--- src/pwm_cpc_defs.svh ---
// constants of the compare, period and interrupt-clear block: bus addresses,
// reset values, interrupt bit positions and the default timer width.
// assumes nothing beyond being included by its bare name.
`ifndef PWM_CPC_DEFS_SVH
`define PWM_CPC_DEFS_SVH

`define PWM_ADDR_A_CMP_C   32'hffff0f8c
`define PWM_ADDR_A_PERIOD  32'hffff0f90
`define PWM_ADDR_B_CMP_C   32'hffff0f9c
`define PWM_ADDR_B_PERIOD  32'h0fff0fa0
`define PWM_ADDR_C_CMP_A   32'hffff0fa4
`define PWM_ADDR_C_CMP_B   32'hffff0fa8
`define PWM_ADDR_C_PERIOD  32'hffff0fb0
`define PWM_ADDR_INT_ACK   32'hffff0fb8
`define PWM_ADDR_INT_STAT  32'hffff0fc0
`define PWM_ADDR_INT_MASK  32'hffff0fc4

`define PWM_RST_CMP        16'h0000
`define PWM_RST_A_PERIOD   16'hffff
`define PWM_RST_B_PERIOD   16'hffff
`define PWM_RST_C_PERIOD   16'h0000
`define PWM_RST_INT_MASK   3'h0

`define PWM_INT_BIT_A      0
`define PWM_INT_BIT_B      1
`define PWM_INT_BIT_C      2
`define PWM_INT_BITS       3
`define PWM_PAIRS          3
`define PWM_TIMER_WIDTH    16

`endif

--- src/pwm_cpc_pkg.sv ---
// types shared by the compare, period and interrupt-clear block.
// assumes pwm_cpc_defs.svh is available on the include path.
`include "pwm_cpc_defs.svh"

package pwm_cpc_pkg;

    typedef logic [`PWM_TIMER_WIDTH-1:0] count_t;

    typedef enum logic [3:0] {
        SEL_NONE      = 4'h0,
        SEL_A_CMP_C   = 4'h1,
        SEL_A_PERIOD  = 4'h2,
        SEL_B_CMP_C   = 4'h3,
        SEL_B_PERIOD  = 4'h4,
        SEL_C_CMP_A   = 4'h5,
        SEL_C_CMP_B   = 4'h6,
        SEL_C_PERIOD  = 4'h7,
        SEL_INT_ACK   = 4'h8,
        SEL_INT_STAT  = 4'h9,
        SEL_INT_MASK  = 4'ha
    } reg_sel_e;

endpackage

--- src/pwm_pin_drive.sv ---
// one modulator output pin: raised on a set hit, dropped on a clear hit.
// assumes both hits come from logic on the same clock.
`timescale 1ns/100ps
`default_nettype none

module pwm_pin_drive (
    input  wire logic ref_clk,
    input  wire logic reset,
    input  wire logic set_hit,
    input  wire logic clr_hit,
    output var  logic pin_ff
);

    // clear wins when both compares coincide, so an equal pair gives a low pin
    always_ff @(posedge ref_clk) begin
        if (reset) begin
            pin_ff <= 1'b0;
        end else if (clr_hit) begin
            pin_ff <= 1'b0;
        end else if (set_hit) begin
            pin_ff <= 1'b1;
        end
    end

endmodule

`default_nettype wire

--- src/pwm_compare_period_clear.sv ---
// compare-match, period and interrupt-clear logic of a three-pair modulator,
// with a classic wishbone slave for its registers and one level interrupt.
// assumes a single ref_clk domain and a synchronous active-high reset.
//
// Contract
// - pin one goes low when pair a timer equals pair a compare c
// - pin three goes low when pair b timer equals pair b compare c
// - pin four goes high when pair c timer equals pair c compare a
// - pin four goes low when pair c timer equals pair c compare b
// - pair c period register sets the cycle length of pin four
// - any write to interrupt acknowledge clears the pending interrupt sources
//
// The Wishbone slave port is this design's own decision.
`timescale 1ns/100ps
`include "pwm_cpc_defs.svh"
`default_nettype none

module pwm_compare_period_clear #(
    parameter int TIMER_WIDTH = `PWM_TIMER_WIDTH
) (
    input  wire logic        ref_clk,
    input  wire logic        reset,
    input  wire logic        wb_cyc_i,
    input  wire logic        wb_stb_i,
    input  wire logic        wb_we_i,
    input  wire logic [31:0] wb_adr_i,
    input  wire logic [31:0] wb_dat_i,
    input  wire logic [3:0]  wb_sel_i,
    output var  logic [31:0] wb_dat_o,
    output var  logic        wb_ack_o,
    output var  logic        irq,
    output var  logic        output_pin_one,
    output var  logic        output_pin_three,
    output var  logic        output_pin_four
);

    if (TIMER_WIDTH != `PWM_TIMER_WIDTH) begin : g_width_check
        $error("timer width must match the 16-bit register layout");
    end

    pwm_cpc_pkg::count_t     pair_a_compare_c_ff;
    pwm_cpc_pkg::count_t     pair_a_period_ff;
    pwm_cpc_pkg::count_t     pair_b_compare_c_ff;
    pwm_cpc_pkg::count_t     pair_b_period_ff;
    pwm_cpc_pkg::count_t     pair_c_compare_a_ff;
    pwm_cpc_pkg::count_t     pair_c_compare_b_ff;
    pwm_cpc_pkg::count_t     pair_c_period_ff;
    logic [`PWM_INT_BITS-1:0] int_status_ff;
    logic [`PWM_INT_BITS-1:0] int_mask_ff;
    logic                    ack_ff;
    logic [31:0]             rdata_ff;

    pwm_cpc_pkg::count_t     count_ff   [`PWM_PAIRS];
    pwm_cpc_pkg::count_t     period_val [`PWM_PAIRS];
    pwm_cpc_pkg::count_t     set_val    [`PWM_PAIRS];
    pwm_cpc_pkg::count_t     clr_val    [`PWM_PAIRS];
    logic [`PWM_PAIRS-1:0]   wrap;
    logic [`PWM_PAIRS-1:0]   pin_state;

    pwm_cpc_pkg::reg_sel_e   sel;
    logic                    access;
    logic                    wr_en;
    logic                    ack_wr;
    logic                    stat_wr;
    logic [`PWM_INT_BITS-1:0] nxt_status;
    pwm_cpc_pkg::count_t     rd_val;

    // byte lanes 0 and 1 carry the 16-bit registers
    function automatic pwm_cpc_pkg::count_t merge16(
        input pwm_cpc_pkg::count_t old_val,
        input logic [31:0]         wdata,
        input logic [3:0]          lanes
    );
        pwm_cpc_pkg::count_t res;
        res = old_val;
        if (lanes[0]) begin
            res[7:0] = wdata[7:0];
        end
        if (lanes[1]) begin
            res[15:8] = wdata[15:8];
        end
        return res;
    endfunction

    always_comb begin
        unique case (wb_adr_i)
            `PWM_ADDR_A_CMP_C:  sel = pwm_cpc_pkg::SEL_A_CMP_C;
            `PWM_ADDR_A_PERIOD: sel = pwm_cpc_pkg::SEL_A_PERIOD;
            `PWM_ADDR_B_CMP_C:  sel = pwm_cpc_pkg::SEL_B_CMP_C;
            `PWM_ADDR_B_PERIOD: sel = pwm_cpc_pkg::SEL_B_PERIOD;
            `PWM_ADDR_C_CMP_A:  sel = pwm_cpc_pkg::SEL_C_CMP_A;
            `PWM_ADDR_C_CMP_B:  sel = pwm_cpc_pkg::SEL_C_CMP_B;
            `PWM_ADDR_C_PERIOD: sel = pwm_cpc_pkg::SEL_C_PERIOD;
            `PWM_ADDR_INT_ACK:  sel = pwm_cpc_pkg::SEL_INT_ACK;
            `PWM_ADDR_INT_STAT: sel = pwm_cpc_pkg::SEL_INT_STAT;
            `PWM_ADDR_INT_MASK: sel = pwm_cpc_pkg::SEL_INT_MASK;
            default:            sel = pwm_cpc_pkg::SEL_NONE;
        endcase
    end

    // one access per request; ack drops in the cycle after it was given
    assign access  = wb_cyc_i && wb_stb_i && !ack_ff;
    assign wr_en   = access && wb_we_i;
    assign ack_wr  = wr_en && (sel == pwm_cpc_pkg::SEL_INT_ACK);
    assign stat_wr = wr_en && (sel == pwm_cpc_pkg::SEL_INT_STAT) && wb_sel_i[0];

    always_ff @(posedge ref_clk) begin
        if (reset) begin
            ack_ff <= 1'b0;
        end else begin
            ack_ff <= access;
        end
    end

    always_ff @(posedge ref_clk) begin
        if (reset) begin
            pair_a_compare_c_ff <= `PWM_RST_CMP;
            pair_a_period_ff    <= `PWM_RST_A_PERIOD;
            pair_b_compare_c_ff <= `PWM_RST_CMP;
            pair_b_period_ff    <= `PWM_RST_B_PERIOD;
            pair_c_compare_a_ff <= `PWM_RST_CMP;
            pair_c_compare_b_ff <= `PWM_RST_CMP;
            pair_c_period_ff    <= `PWM_RST_C_PERIOD;
            int_mask_ff         <= `PWM_RST_INT_MASK;
        end else if (wr_en) begin
            unique case (sel)
                pwm_cpc_pkg::SEL_A_CMP_C:  pair_a_compare_c_ff <= merge16(pair_a_compare_c_ff, wb_dat_i, wb_sel_i);
                pwm_cpc_pkg::SEL_A_PERIOD: pair_a_period_ff    <= merge16(pair_a_period_ff, wb_dat_i, wb_sel_i);
                pwm_cpc_pkg::SEL_B_CMP_C:  pair_b_compare_c_ff <= merge16(pair_b_compare_c_ff, wb_dat_i, wb_sel_i);
                pwm_cpc_pkg::SEL_B_PERIOD: pair_b_period_ff    <= merge16(pair_b_period_ff, wb_dat_i, wb_sel_i);
                pwm_cpc_pkg::SEL_C_CMP_A:  pair_c_compare_a_ff <= merge16(pair_c_compare_a_ff, wb_dat_i, wb_sel_i);
                pwm_cpc_pkg::SEL_C_CMP_B:  pair_c_compare_b_ff <= merge16(pair_c_compare_b_ff, wb_dat_i, wb_sel_i);
                pwm_cpc_pkg::SEL_C_PERIOD: pair_c_period_ff    <= merge16(pair_c_period_ff, wb_dat_i, wb_sel_i);
                pwm_cpc_pkg::SEL_INT_MASK: begin
                    if (wb_sel_i[0]) begin
                        int_mask_ff <= wb_dat_i[`PWM_INT_BITS-1:0];
                    end
                end
                default: begin
                end
            endcase
        end
    end

    // the acknowledge register has no storage and reads as zero
    always_comb begin
        unique case (sel)
            pwm_cpc_pkg::SEL_A_CMP_C:  rd_val = pair_a_compare_c_ff;
            pwm_cpc_pkg::SEL_A_PERIOD: rd_val = pair_a_period_ff;
            pwm_cpc_pkg::SEL_B_CMP_C:  rd_val = pair_b_compare_c_ff;
            pwm_cpc_pkg::SEL_B_PERIOD: rd_val = pair_b_period_ff;
            pwm_cpc_pkg::SEL_C_CMP_A:  rd_val = pair_c_compare_a_ff;
            pwm_cpc_pkg::SEL_C_CMP_B:  rd_val = pair_c_compare_b_ff;
            pwm_cpc_pkg::SEL_C_PERIOD: rd_val = pair_c_period_ff;
            pwm_cpc_pkg::SEL_INT_STAT: rd_val = {13'h0000, int_status_ff};
            pwm_cpc_pkg::SEL_INT_MASK: rd_val = {13'h0000, int_mask_ff};
            default:                   rd_val = 16'h0000;
        endcase
    end

    always_ff @(posedge ref_clk) begin
        if (reset) begin
            rdata_ff <= 32'h0000_0000;
        end else if (access && !wb_we_i) begin
            rdata_ff <= {16'h0000, rd_val};
        end
    end

    assign wb_ack_o = ack_ff;
    assign wb_dat_o = rdata_ff;

    // pair c timing comes wholly from its own registers
    assign period_val[0] = pair_a_period_ff;
    assign period_val[1] = pair_b_period_ff;
    assign period_val[2] = pair_c_period_ff;
    assign set_val[0]    = 16'h0000;
    assign set_val[1]    = 16'h0000;
    assign set_val[2]    = pair_c_compare_a_ff;
    assign clr_val[0]    = pair_a_compare_c_ff;
    assign clr_val[1]    = pair_b_compare_c_ff;
    assign clr_val[2]    = pair_c_compare_b_ff;

    generate
        for (genvar i = 0; i < `PWM_PAIRS; i++) begin : g_pair
            // wrap at period
            // wrapping at or above the period keeps a lowered period from a full 16-bit run
            assign wrap[i] = (count_ff[i] >= period_val[i]);

            always_ff @(posedge ref_clk) begin
                if (reset) begin
                    count_ff[i] <= 16'h0000;
                end else if (wrap[i]) begin
                    count_ff[i] <= 16'h0000;
                end else begin
                    count_ff[i] <= count_ff[i] + 16'h0001;
                end
            end

            pwm_pin_drive u_pin (
                .ref_clk (ref_clk),
                .reset   (reset),
                .set_hit (count_ff[i] == set_val[i]),
                .clr_hit (count_ff[i] == clr_val[i]),
                .pin_ff  (pin_state[i])
            );
        end
    endgenerate

    assign output_pin_one   = pin_state[0];
    assign output_pin_three = pin_state[1];
    assign output_pin_four  = pin_state[2];

    // acknowledge clears
    // a new wrap in the same cycle as a clear stays pending
    always_comb begin
        nxt_status = int_status_ff;
        if (ack_wr) begin
            nxt_status = '0;
        end else if (stat_wr) begin
            nxt_status = int_status_ff & ~wb_dat_i[`PWM_INT_BITS-1:0];
        end
        nxt_status = nxt_status | wrap;
    end

    always_ff @(posedge ref_clk) begin
        if (reset) begin
            int_status_ff <= '0;
        end else begin
            int_status_ff <= nxt_status;
        end
    end

    assign irq = |(int_status_ff & int_mask_ff);

    chk_pin_one_low: assert property (@(posedge ref_clk) disable iff (reset)
        (count_ff[0] == pair_a_compare_c_ff) |=> !output_pin_one)
        else $error("pin one not low after compare c match");

    chk_pin_three_low: assert property (@(posedge ref_clk) disable iff (reset)
        (count_ff[1] == pair_b_compare_c_ff) |=> !output_pin_three)
        else $error("pin three not low after compare c match");

    chk_pin_four_high: assert property (@(posedge ref_clk) disable iff (reset)
        (count_ff[2] == pair_c_compare_a_ff) && (count_ff[2] != pair_c_compare_b_ff) |=> output_pin_four)
        else $error("pin four not high after compare a match");

    chk_pin_four_low: assert property (@(posedge ref_clk) disable iff (reset)
        (count_ff[2] == pair_c_compare_b_ff) |=> !output_pin_four ##1 (output_pin_four == $past(output_pin_four)
        || $past(count_ff[2] == pair_c_compare_a_ff)))
        else $error("pin four not low after compare b match");

    chk_period_wrap: assert property (@(posedge ref_clk) disable iff (reset)
        (count_ff[2] == pair_c_period_ff) |=> (count_ff[2] == 16'h0000))
        else $error("pair c timer did not wrap at its period");

    chk_ack_clears: assert property (@(posedge ref_clk) disable iff (reset)
        ack_wr && (wrap == '0) |=> (int_status_ff == '0) && !irq)
        else $error("acknowledge write did not clear pending interrupt");

    chk_timer_step: assert property (@(posedge ref_clk) disable iff (reset)
        (count_ff[0] < pair_a_period_ff) && $stable(pair_a_period_ff) |=> (count_ff[0] == $past(count_ff[0]) + 16'h0001))
        else $error("pair a timer did not step by one");

    chk_wrap_pair_a: assert property (@(posedge ref_clk) disable iff (reset)
        (count_ff[0] >= pair_a_period_ff) |=> (count_ff[0] == 16'h0000))
        else $error("pair a timer did not wrap at its period");

    chk_period_write: assert property (@(posedge ref_clk) disable iff (reset)
        wr_en && (sel == pwm_cpc_pkg::SEL_C_PERIOD) && (wb_sel_i[1:0] == 2'b11)
        |=> (pair_c_period_ff == $past(wb_dat_i[15:0])))
        else $error("pair c period write did not land");

    chk_wrap_sets_status: assert property (@(posedge ref_clk) disable iff (reset)
        (wrap != '0) |=> ((int_status_ff & $past(wrap)) == $past(wrap)))
        else $error("timer wrap did not set its status bit");

    chk_ack_reads_zero: assert property (@(posedge ref_clk) disable iff (reset)
        access && !wb_we_i && (sel == pwm_cpc_pkg::SEL_INT_ACK) |=> (wb_dat_o == 32'h0000_0000))
        else $error("acknowledge register did not read as zero");

    chk_bus_ack: assert property (@(posedge ref_clk) disable iff (reset)
        access |=> wb_ack_o ##1 !wb_ack_o)
        else $error("bus ack not a single cycle after request");

endmodule

`default_nettype wire

--- config.mk ---
export PLATFORM = sky130hd
export DESIGN_NAME = pwm_compare_period_clear
export DESIGN_NICKNAME = d
export VERILOG_FILES = /design/src/pwm_cpc_pkg.sv /design/src/pwm_pin_drive.sv /design/src/pwm_compare_period_clear.sv
export VERILOG_INCLUDE_DIRS = /design/src
export SDC_FILE = /design/constraint.sdc
export NUM_CORES = 1
export LEC_CHECK = 0
export BUFFER_PORTS_ARGS = -buffer_cell sky130_fd_sc_hd__buf_2
export CAP_MARGIN = 20
export CORE_UTILIZATION = 55
export CTS_BUF_LIST = sky130_fd_sc_hd__clkbuf_8
export CTS_CLUSTER_DIAMETER = 100
export DETAILED_ROUTE_END_ITERATION = 10
export GPL_ROUTABILITY_DRIVEN = 1
export PLACE_DENSITY = 0.8
export SYNTH_ARGS = -nofsm -noshare
export SYNTH_HDL_FRONTEND = slang
export SYNTH_HIERARCHICAL = 1
export SYNTH_SLANG_ARGS = --single-unit
--- constraint.sdc ---
create_clock -name ref_clk -period 7.42 [get_ports ref_clk]
set_input_delay 1.113 -clock ref_clk [delete_from_list [all_inputs] [get_ports ref_clk]]
set_output_delay 1.113 -clock ref_clk [all_outputs]
set_load 0.01 [all_outputs]
# After elaboration in Yosys (flattened, before gate mapping)
# Memory sizes are Yosys's and may differ from the RTL's.
# Cells that the tools add are included.
dict set report classes {
  addsub 3
  order_cmp 3
  n_eq_ne 24
  muxes 30
  bitwise 10
  reduce_logical 30
}
# op count
set ops {}
lappend ops {{32-bit == test, second input constant} 9}
lappend ops {{16-bit one-hot mux with 9 select lines} 1}
lappend ops {{16-bit 2-to-1 mux} 6}
lappend ops {{16-bit == test} 4}
lappend ops {{16-bit by 1-bit adder with 16-bit output, second input constant} 3}
lappend ops {{16-bit >= comparator} 3}
lappend ops {{3-bit AND reduction} 15}
lappend ops {{4-bit one-hot mux with 10 select lines} 1}
lappend ops {{32-bit by 28-bit == test with 1-bit output, second input constant} 1}
lappend ops {{16-bit zero test} 2}
lappend ops {{1-bit 2-to-1 mux} 20}
lappend ops {{4-bit by 3-bit == test with 1-bit output, second input constant} 4}
lappend ops {{4-bit == test, second input constant} 3}
lappend ops {{4-bit by 2-bit == test with 1-bit output, second input constant} 2}
lappend ops {{1-bit logical AND} 7}
lappend ops {{3-bit AND} 2}
lappend ops {{3-bit 2-to-1 mux} 2}
lappend ops {{1-bit bitwise OR} 6}
lappend ops {{2-bit OR reduction} 3}
lappend ops {{4-bit by 1-bit == test with 1-bit output, second input constant} 1}
lappend ops {{3-bit NOT} 1}
lappend ops {{3-bit bitwise OR} 1}
lappend ops {{3-bit OR reduction} 1}
lappend ops {{1-bit zero test} 2}
dict set report word_totals {
  regBits 138
  ramBits 48
  output_inout_bits 37
  word_cells 122
  n_memories 1
}
# name words word_bits read_ports rd_clocked_by_memory_dff wr line
set mem_list {}
lappend mem_list {count_ff 3 16 3 0 3 pwm_compare_period_clear.sv:53} ;# pwm_cpc_pkg::count_t count_ff [`PWM_PAIRS];

# Longest topological paths before layout
dict set report depth {
  ltp_word 8
  ltp_mapped 10
  depth_no_buf 8
}

# Modules after synthesis
# Netlist, hierarchy kept.
# module n_inst cells_per_inst area_each_um2 seq_area_each_um2
set by_module_without_submodules {}
lappend by_module_without_submodules {pwm_compare_period_clear 1 1208 10845.4 4144.0}
lappend by_module_without_submodules {pwm_pin_drive 3 3 33.8 20.0}

# Least setup slack after synthesis
# No wires, ideal clock.
dict set report synth_path {
  path_type {input to register}
  from {input wb_adr_i[13]}
  to {register pair_c_compare_b_ff[10]}
  arrival_ps 3038
  required_ps 7288
  path_slack_ps 4250
  cell_stages 8
  cell_sequence {or4b_4 > nand2b_4 > buf_6 > or3_4 > or4_1 > clkbuf_1 > nand2_1 > a21oi_1}
}
dict set report synth_via {
  elab_chain_len 4
  word_cells_on_any_way 13
}
# item line
set synth_rtl {}
lappend synth_rtl {{start, declared} pwm_compare_period_clear.sv:26} ;# input wire logic [31:0] wb_adr_i,
lappend synth_rtl {{32-bit == test / 32-bit by 28-bit == test with 1-bit output (equally long branches)} pwm_compare_period_clear.sv:86} ;# unique case (wb_adr_i)
lappend synth_rtl {{4-bit one-hot mux with 10 select lines (*)} pwm_compare_period_clear.sv:86}
lappend synth_rtl {{4-bit by 3-bit == test with 1-bit output (*)} pwm_compare_period_clear.sv:126} ;# unique case (sel)
lappend synth_rtl {{3-bit AND reduction (no source line) (*)} -}
lappend synth_rtl {{end signal, assigned} pwm_compare_period_clear.sv:122} ;# pair_c_compare_b_ff <= `PWM_RST_CMP;
lappend synth_rtl {{end signal, assigned} pwm_compare_period_clear.sv:132} ;# pwm_cpc_pkg::SEL_C_CMP_B: pair_c_compare_b_ff <= merge16(pair_c_compare_b_ff, wb_dat_i, wb_sel_i);
lappend synth_rtl {{end, declared} pwm_compare_period_clear.sv:46} ;# pwm_cpc_pkg::count_t pair_c_compare_b_ff;
# Every way passes the cells marked *; elsewhere a longest branch is shown, timed or not.
# A chain may end at the register's enable or synchronous reset.

# Final worst setup path
dict set report layout_path {
  from {input wb_adr_i[5]}
  to {register rdata_ff[0] (netlist: wb_dat_o[0])}
}
dict set report layout_via {
  elab_chain_len 4
  word_cells_on_any_way 21
}
# item line
set layout_rtl {}
lappend layout_rtl {{32-bit == test / 32-bit by 28-bit == test with 1-bit output (equally long branches)} pwm_compare_period_clear.sv:86}
lappend layout_rtl {{4-bit one-hot mux with 10 select lines (*)} pwm_compare_period_clear.sv:86}
lappend layout_rtl {{4-bit == test, or another cell as far along} pwm_compare_period_clear.sv:147} ;# unique case (sel)
lappend layout_rtl {{16-bit one-hot mux with 9 select lines (*)} pwm_compare_period_clear.sv:147}
lappend layout_rtl {{end signal, assigned} pwm_compare_period_clear.sv:165} ;# rdata_ff <= {16'h0000, rd_val};
lappend layout_rtl {{end, declared} pwm_compare_period_clear.sv:51} ;# logic [31:0] rdata_ff;
# Marks and branches as above.

==> impl_metrics.tcl <==
set metrics [dict create \
    routed_wirelength_mm 32.2 \
    cts.sinks 186 \
    data_required_time_at_the_worst_endpoint_ns 7.73 \
    cts_buffers 17 \
    ys_warn_count 6 \
    num_vias 9464 \
    power_mw 1.94 \
    grt.total_usage 0.325 \
    root_buffer "sky130_fd_sc_hd__clkbuf_8" \
    io_buffers 75 \
    nets 1423 \
    drc 0 \
    clk-insertion-delay-late_ns 0.50 \
    syn_area_sq_mm 0.0109 \
    post-dp-hpwl_mm 23.8 \
    max-slew-margin-rel 0.216 \
    status "finished, final reports clean" \
    postSynthCellCount 1217 \
    dp_slack_ns 3.32 \
    power-per-cell-area_mw_per_mm2 163 \
    global_route_total_overflow 0 \
    nFillCells 1684 \
    regToRegStartpoint "wb_ack_o" \
    syn_to_final_growth_pct 8.84 \
    cts_stage_hold_buffer_count 0 \
    cp_data_arrival_time_ns 3.98 \
    path_class "primary input to flop" \
    clkTransAtPathRegs_ns 0.09 \
    finalCritPeriodShare 0.495 \
    routedWlPerCell_microns 20.4 \
    top_level_ports 110 \
    clock_tree_from_tritoncts "done" \
    floorplan.rows 51 \
    irDropWorstVdd_v 0.000123 \
    setup_viol 0 \
    timing.critical_path.to_type "flop" \
    finalCoreUtilization 0.612 \
    drt-pass1-iter-count 5 \
    die_area_sq_mm 0.0205 \
    post_cts_resized 0 \
    synth.ff_latch_count 186 \
    final.min_clock_period_ns 3.67 \
    cts_setup_buffers 0 \
    drt-vias-per-instance 6.01 \
    wire_length_of_the_first_global_routing_pass_mm 49.7 \
    gp_routability_congestion 0.992 \
    tightestPinTransition_ns 1.15 \
    grt_start_max_net_pins 78 \
    synthArstFlopShare 0 \
    cap_viol_max_count 0 \
    syn_avg_cell_area_sq_um 8.99 \
    fraction_of_final_layout_cells_with_drive_strength_greater_than_1 0.127 \
    route.antenna.remaining_nets 0 \
    antennaDiodeCount 0 \
    crit_path_max_fanout 32 \
    clock_skew_ns 0.0224 \
    setup_ws_ns 3.75 \
    start_util 0.562 \
    synth_enable_flop_cells 48 \
    yosys_most_used_dff "sky130_fd_sc_hd__dfxtp_1" \
    max_clock_freq_ghz 0.272 \
    critical_path_cell_by_cell "buf_2 > nand4bb_2 > or4_1 > or3_4 > o2111a_2 > nand2_1 > a211oi_1" \
    drv_slew 0 \
    die-height_microns 143 \
    clockBufferDepth 2 \
    crit_start "wb_adr_i[5]" \
    crit_path_top_delay_cell "sky130_fd_sc_hd__or4_1" \
    grt_pass1_vias 8805 \
    core_region_area_sq_mm 0.0195 \
    holdWs_ns 0.495 \
    number_of_antenna_violations_at_the_first_check_in_global_routing 0 \
    final.setup.tns_ns 0 \
    p_leak_nw 4.59 \
    crit_path_max_incr_delay_ns 0.95 \
    yosysSeqAreaShare 0.384 \
    synthDistinctLibCells 75 \
    drtIter0Drc 898 \
    worstHoldStart "pair_b_compare_c_ff[1]" \
    layout_common_cells "sky130_fd_sc_hd__dfxtp_1 (138), sky130_fd_sc_hd__nor2_1 (133), sky130_fd_sc_hd__nand2_1 (116)" \
    chipWidth_microns 143 \
    hold_path.class "flop to flop" \
    grt_setup_unrepaired "false" \
    finalHoldViolations 0 \
    max_h_tree_level 4 \
    startpoint_type "primary input" \
    mostFrequentLayoutCell "sky130_fd_sc_hd__dfxtp_1" \
]
==> layout make-up <==
type                       instances  area (sq um)  area share
tap                              265           332      0.0278
sequential                       186          4200       0.353
inverter                          68           255      0.0214
clock inverter                    12           114     0.00956
multi-input combinational        939          6280       0.527
timing repair buffer              85           452      0.0379
clock buffer                      20           275      0.0231
==> sequential cells by signal (all words and copies together), names as in the netlist <==
name	flops
wb_dat_o	16
g_pair.u_pin/pin_ff	3
wb_ack_o	1
pair_a_compare_c_ff	16
pair_b_compare_c_ff	16
pair_a_period_ff	16
int_mask_ff	3
pair_b_period_ff	16
pair_c_compare_b_ff	16
pair_c_period_ff	16
int_status_ff	3
count_ff	48
pair_c_compare_a_ff	16
==> path summary, 6_finish.rpt <==
check / to / slack (ns) / depth (start not counted)
max: wb_dat_o[0] / 3.75 / 7
min: wb_dat_o[1] / 0.50 / 2
max reg2reg: wb_dat_o[0] / 4.17 / 6
min reg2reg: wb_dat_o[1] / 0.50 / 2
==> routing by layer <==
layer,global-route usage,vias to the layer above,share of wire
met1,0.434,4489,0.41
met5,0,-,0
li1,-,4434,-
met3,0.0687,74,0.097
met4,0.139,0,0.037
met2,0.507,467,0.45
==> power by group <==
part | total (mW) | leakage, nW | internal, mW | switching (mW)
Combinational | 0.161 | 2.78 | 0.0595 | 0.101
Clock | 0.685 | 0.205 | 0.297 | 0.388
Sequential | 1.09 | 1.60 | 1.06 | 0.0352
Total | 1.94 | 4.59 | 1.42 | 0.525
==> through the flow <==
step,cell area (sq um),instances
3_3_place_gp,11500,1539
5_1_grt,11900,1575
6_report,11900,1575
2_1_floorplan,11200,1279
3_5_place_dp,11500,1540
4_1_cts,11900,1572
==> logic make-up (layout without fill, tap and decap cells) <==
group | after synthesis | after routing | synth area share
adders and majority gates | 53 | 53 | 0.0606
and+or+nand+nor | 460 | 460 | 0.219
DFF | 186 | 186 | 0.384
muxes | 52 | 52 | 0.0475
AOI/OAI and AO/OA | 204 | 204 | 0.140
buffers and inverters | 154 | 185 | 0.0639
other | 2 | 64 | 0.000686
xor gates and xnor gates | 106 | 106 | 0.0848
==> critical path: cells and delay by family <==
family	cells	cell delay, ns
AOI/OAI and AO/OA	2	0.46
and+or+nand+nor	4	1.92
buffers and inverters	1	0.46
==> Yosys cell counts (14+ instances only) <==
cell	n	share of area
sky130_fd_sc_hd__o211ai_1	35	0.024
sky130_fd_sc_hd__xor2_1	25	0.020
sky130_fd_sc_hd__nor3_1	44	0.020
sky130_fd_sc_hd__o21ai_0	21	0.0096
sky130_fd_sc_hd__edfxtp_1	48	0.13
sky130_fd_sc_hd__mux2i_1	52	0.048
sky130_fd_sc_hd__buf_4	21	0.014
sky130_fd_sc_hd__inv_1	66	0.023
sky130_fd_sc_hd__dfxtp_1	138	0.25
sky130_fd_sc_hd__a2111oi_0	16	0.013
sky130_fd_sc_hd__a21oi_1	43	0.020
sky130_fd_sc_hd__nand4_1	37	0.021
sky130_fd_sc_hd__o41ai_1	14	0.011
sky130_fd_sc_hd__ha_1	53	0.061
sky130_fd_sc_hd__nand3_1	36	0.016
sky130_fd_sc_hd__nand2_1	116	0.040
sky130_fd_sc_hd__clkbuf_1	48	0.016
sky130_fd_sc_hd__xnor2_1	81	0.065
sky130_fd_sc_hd__nor2_1	133	0.046
No activity file was read; power rests on OpenSTA's default activity.
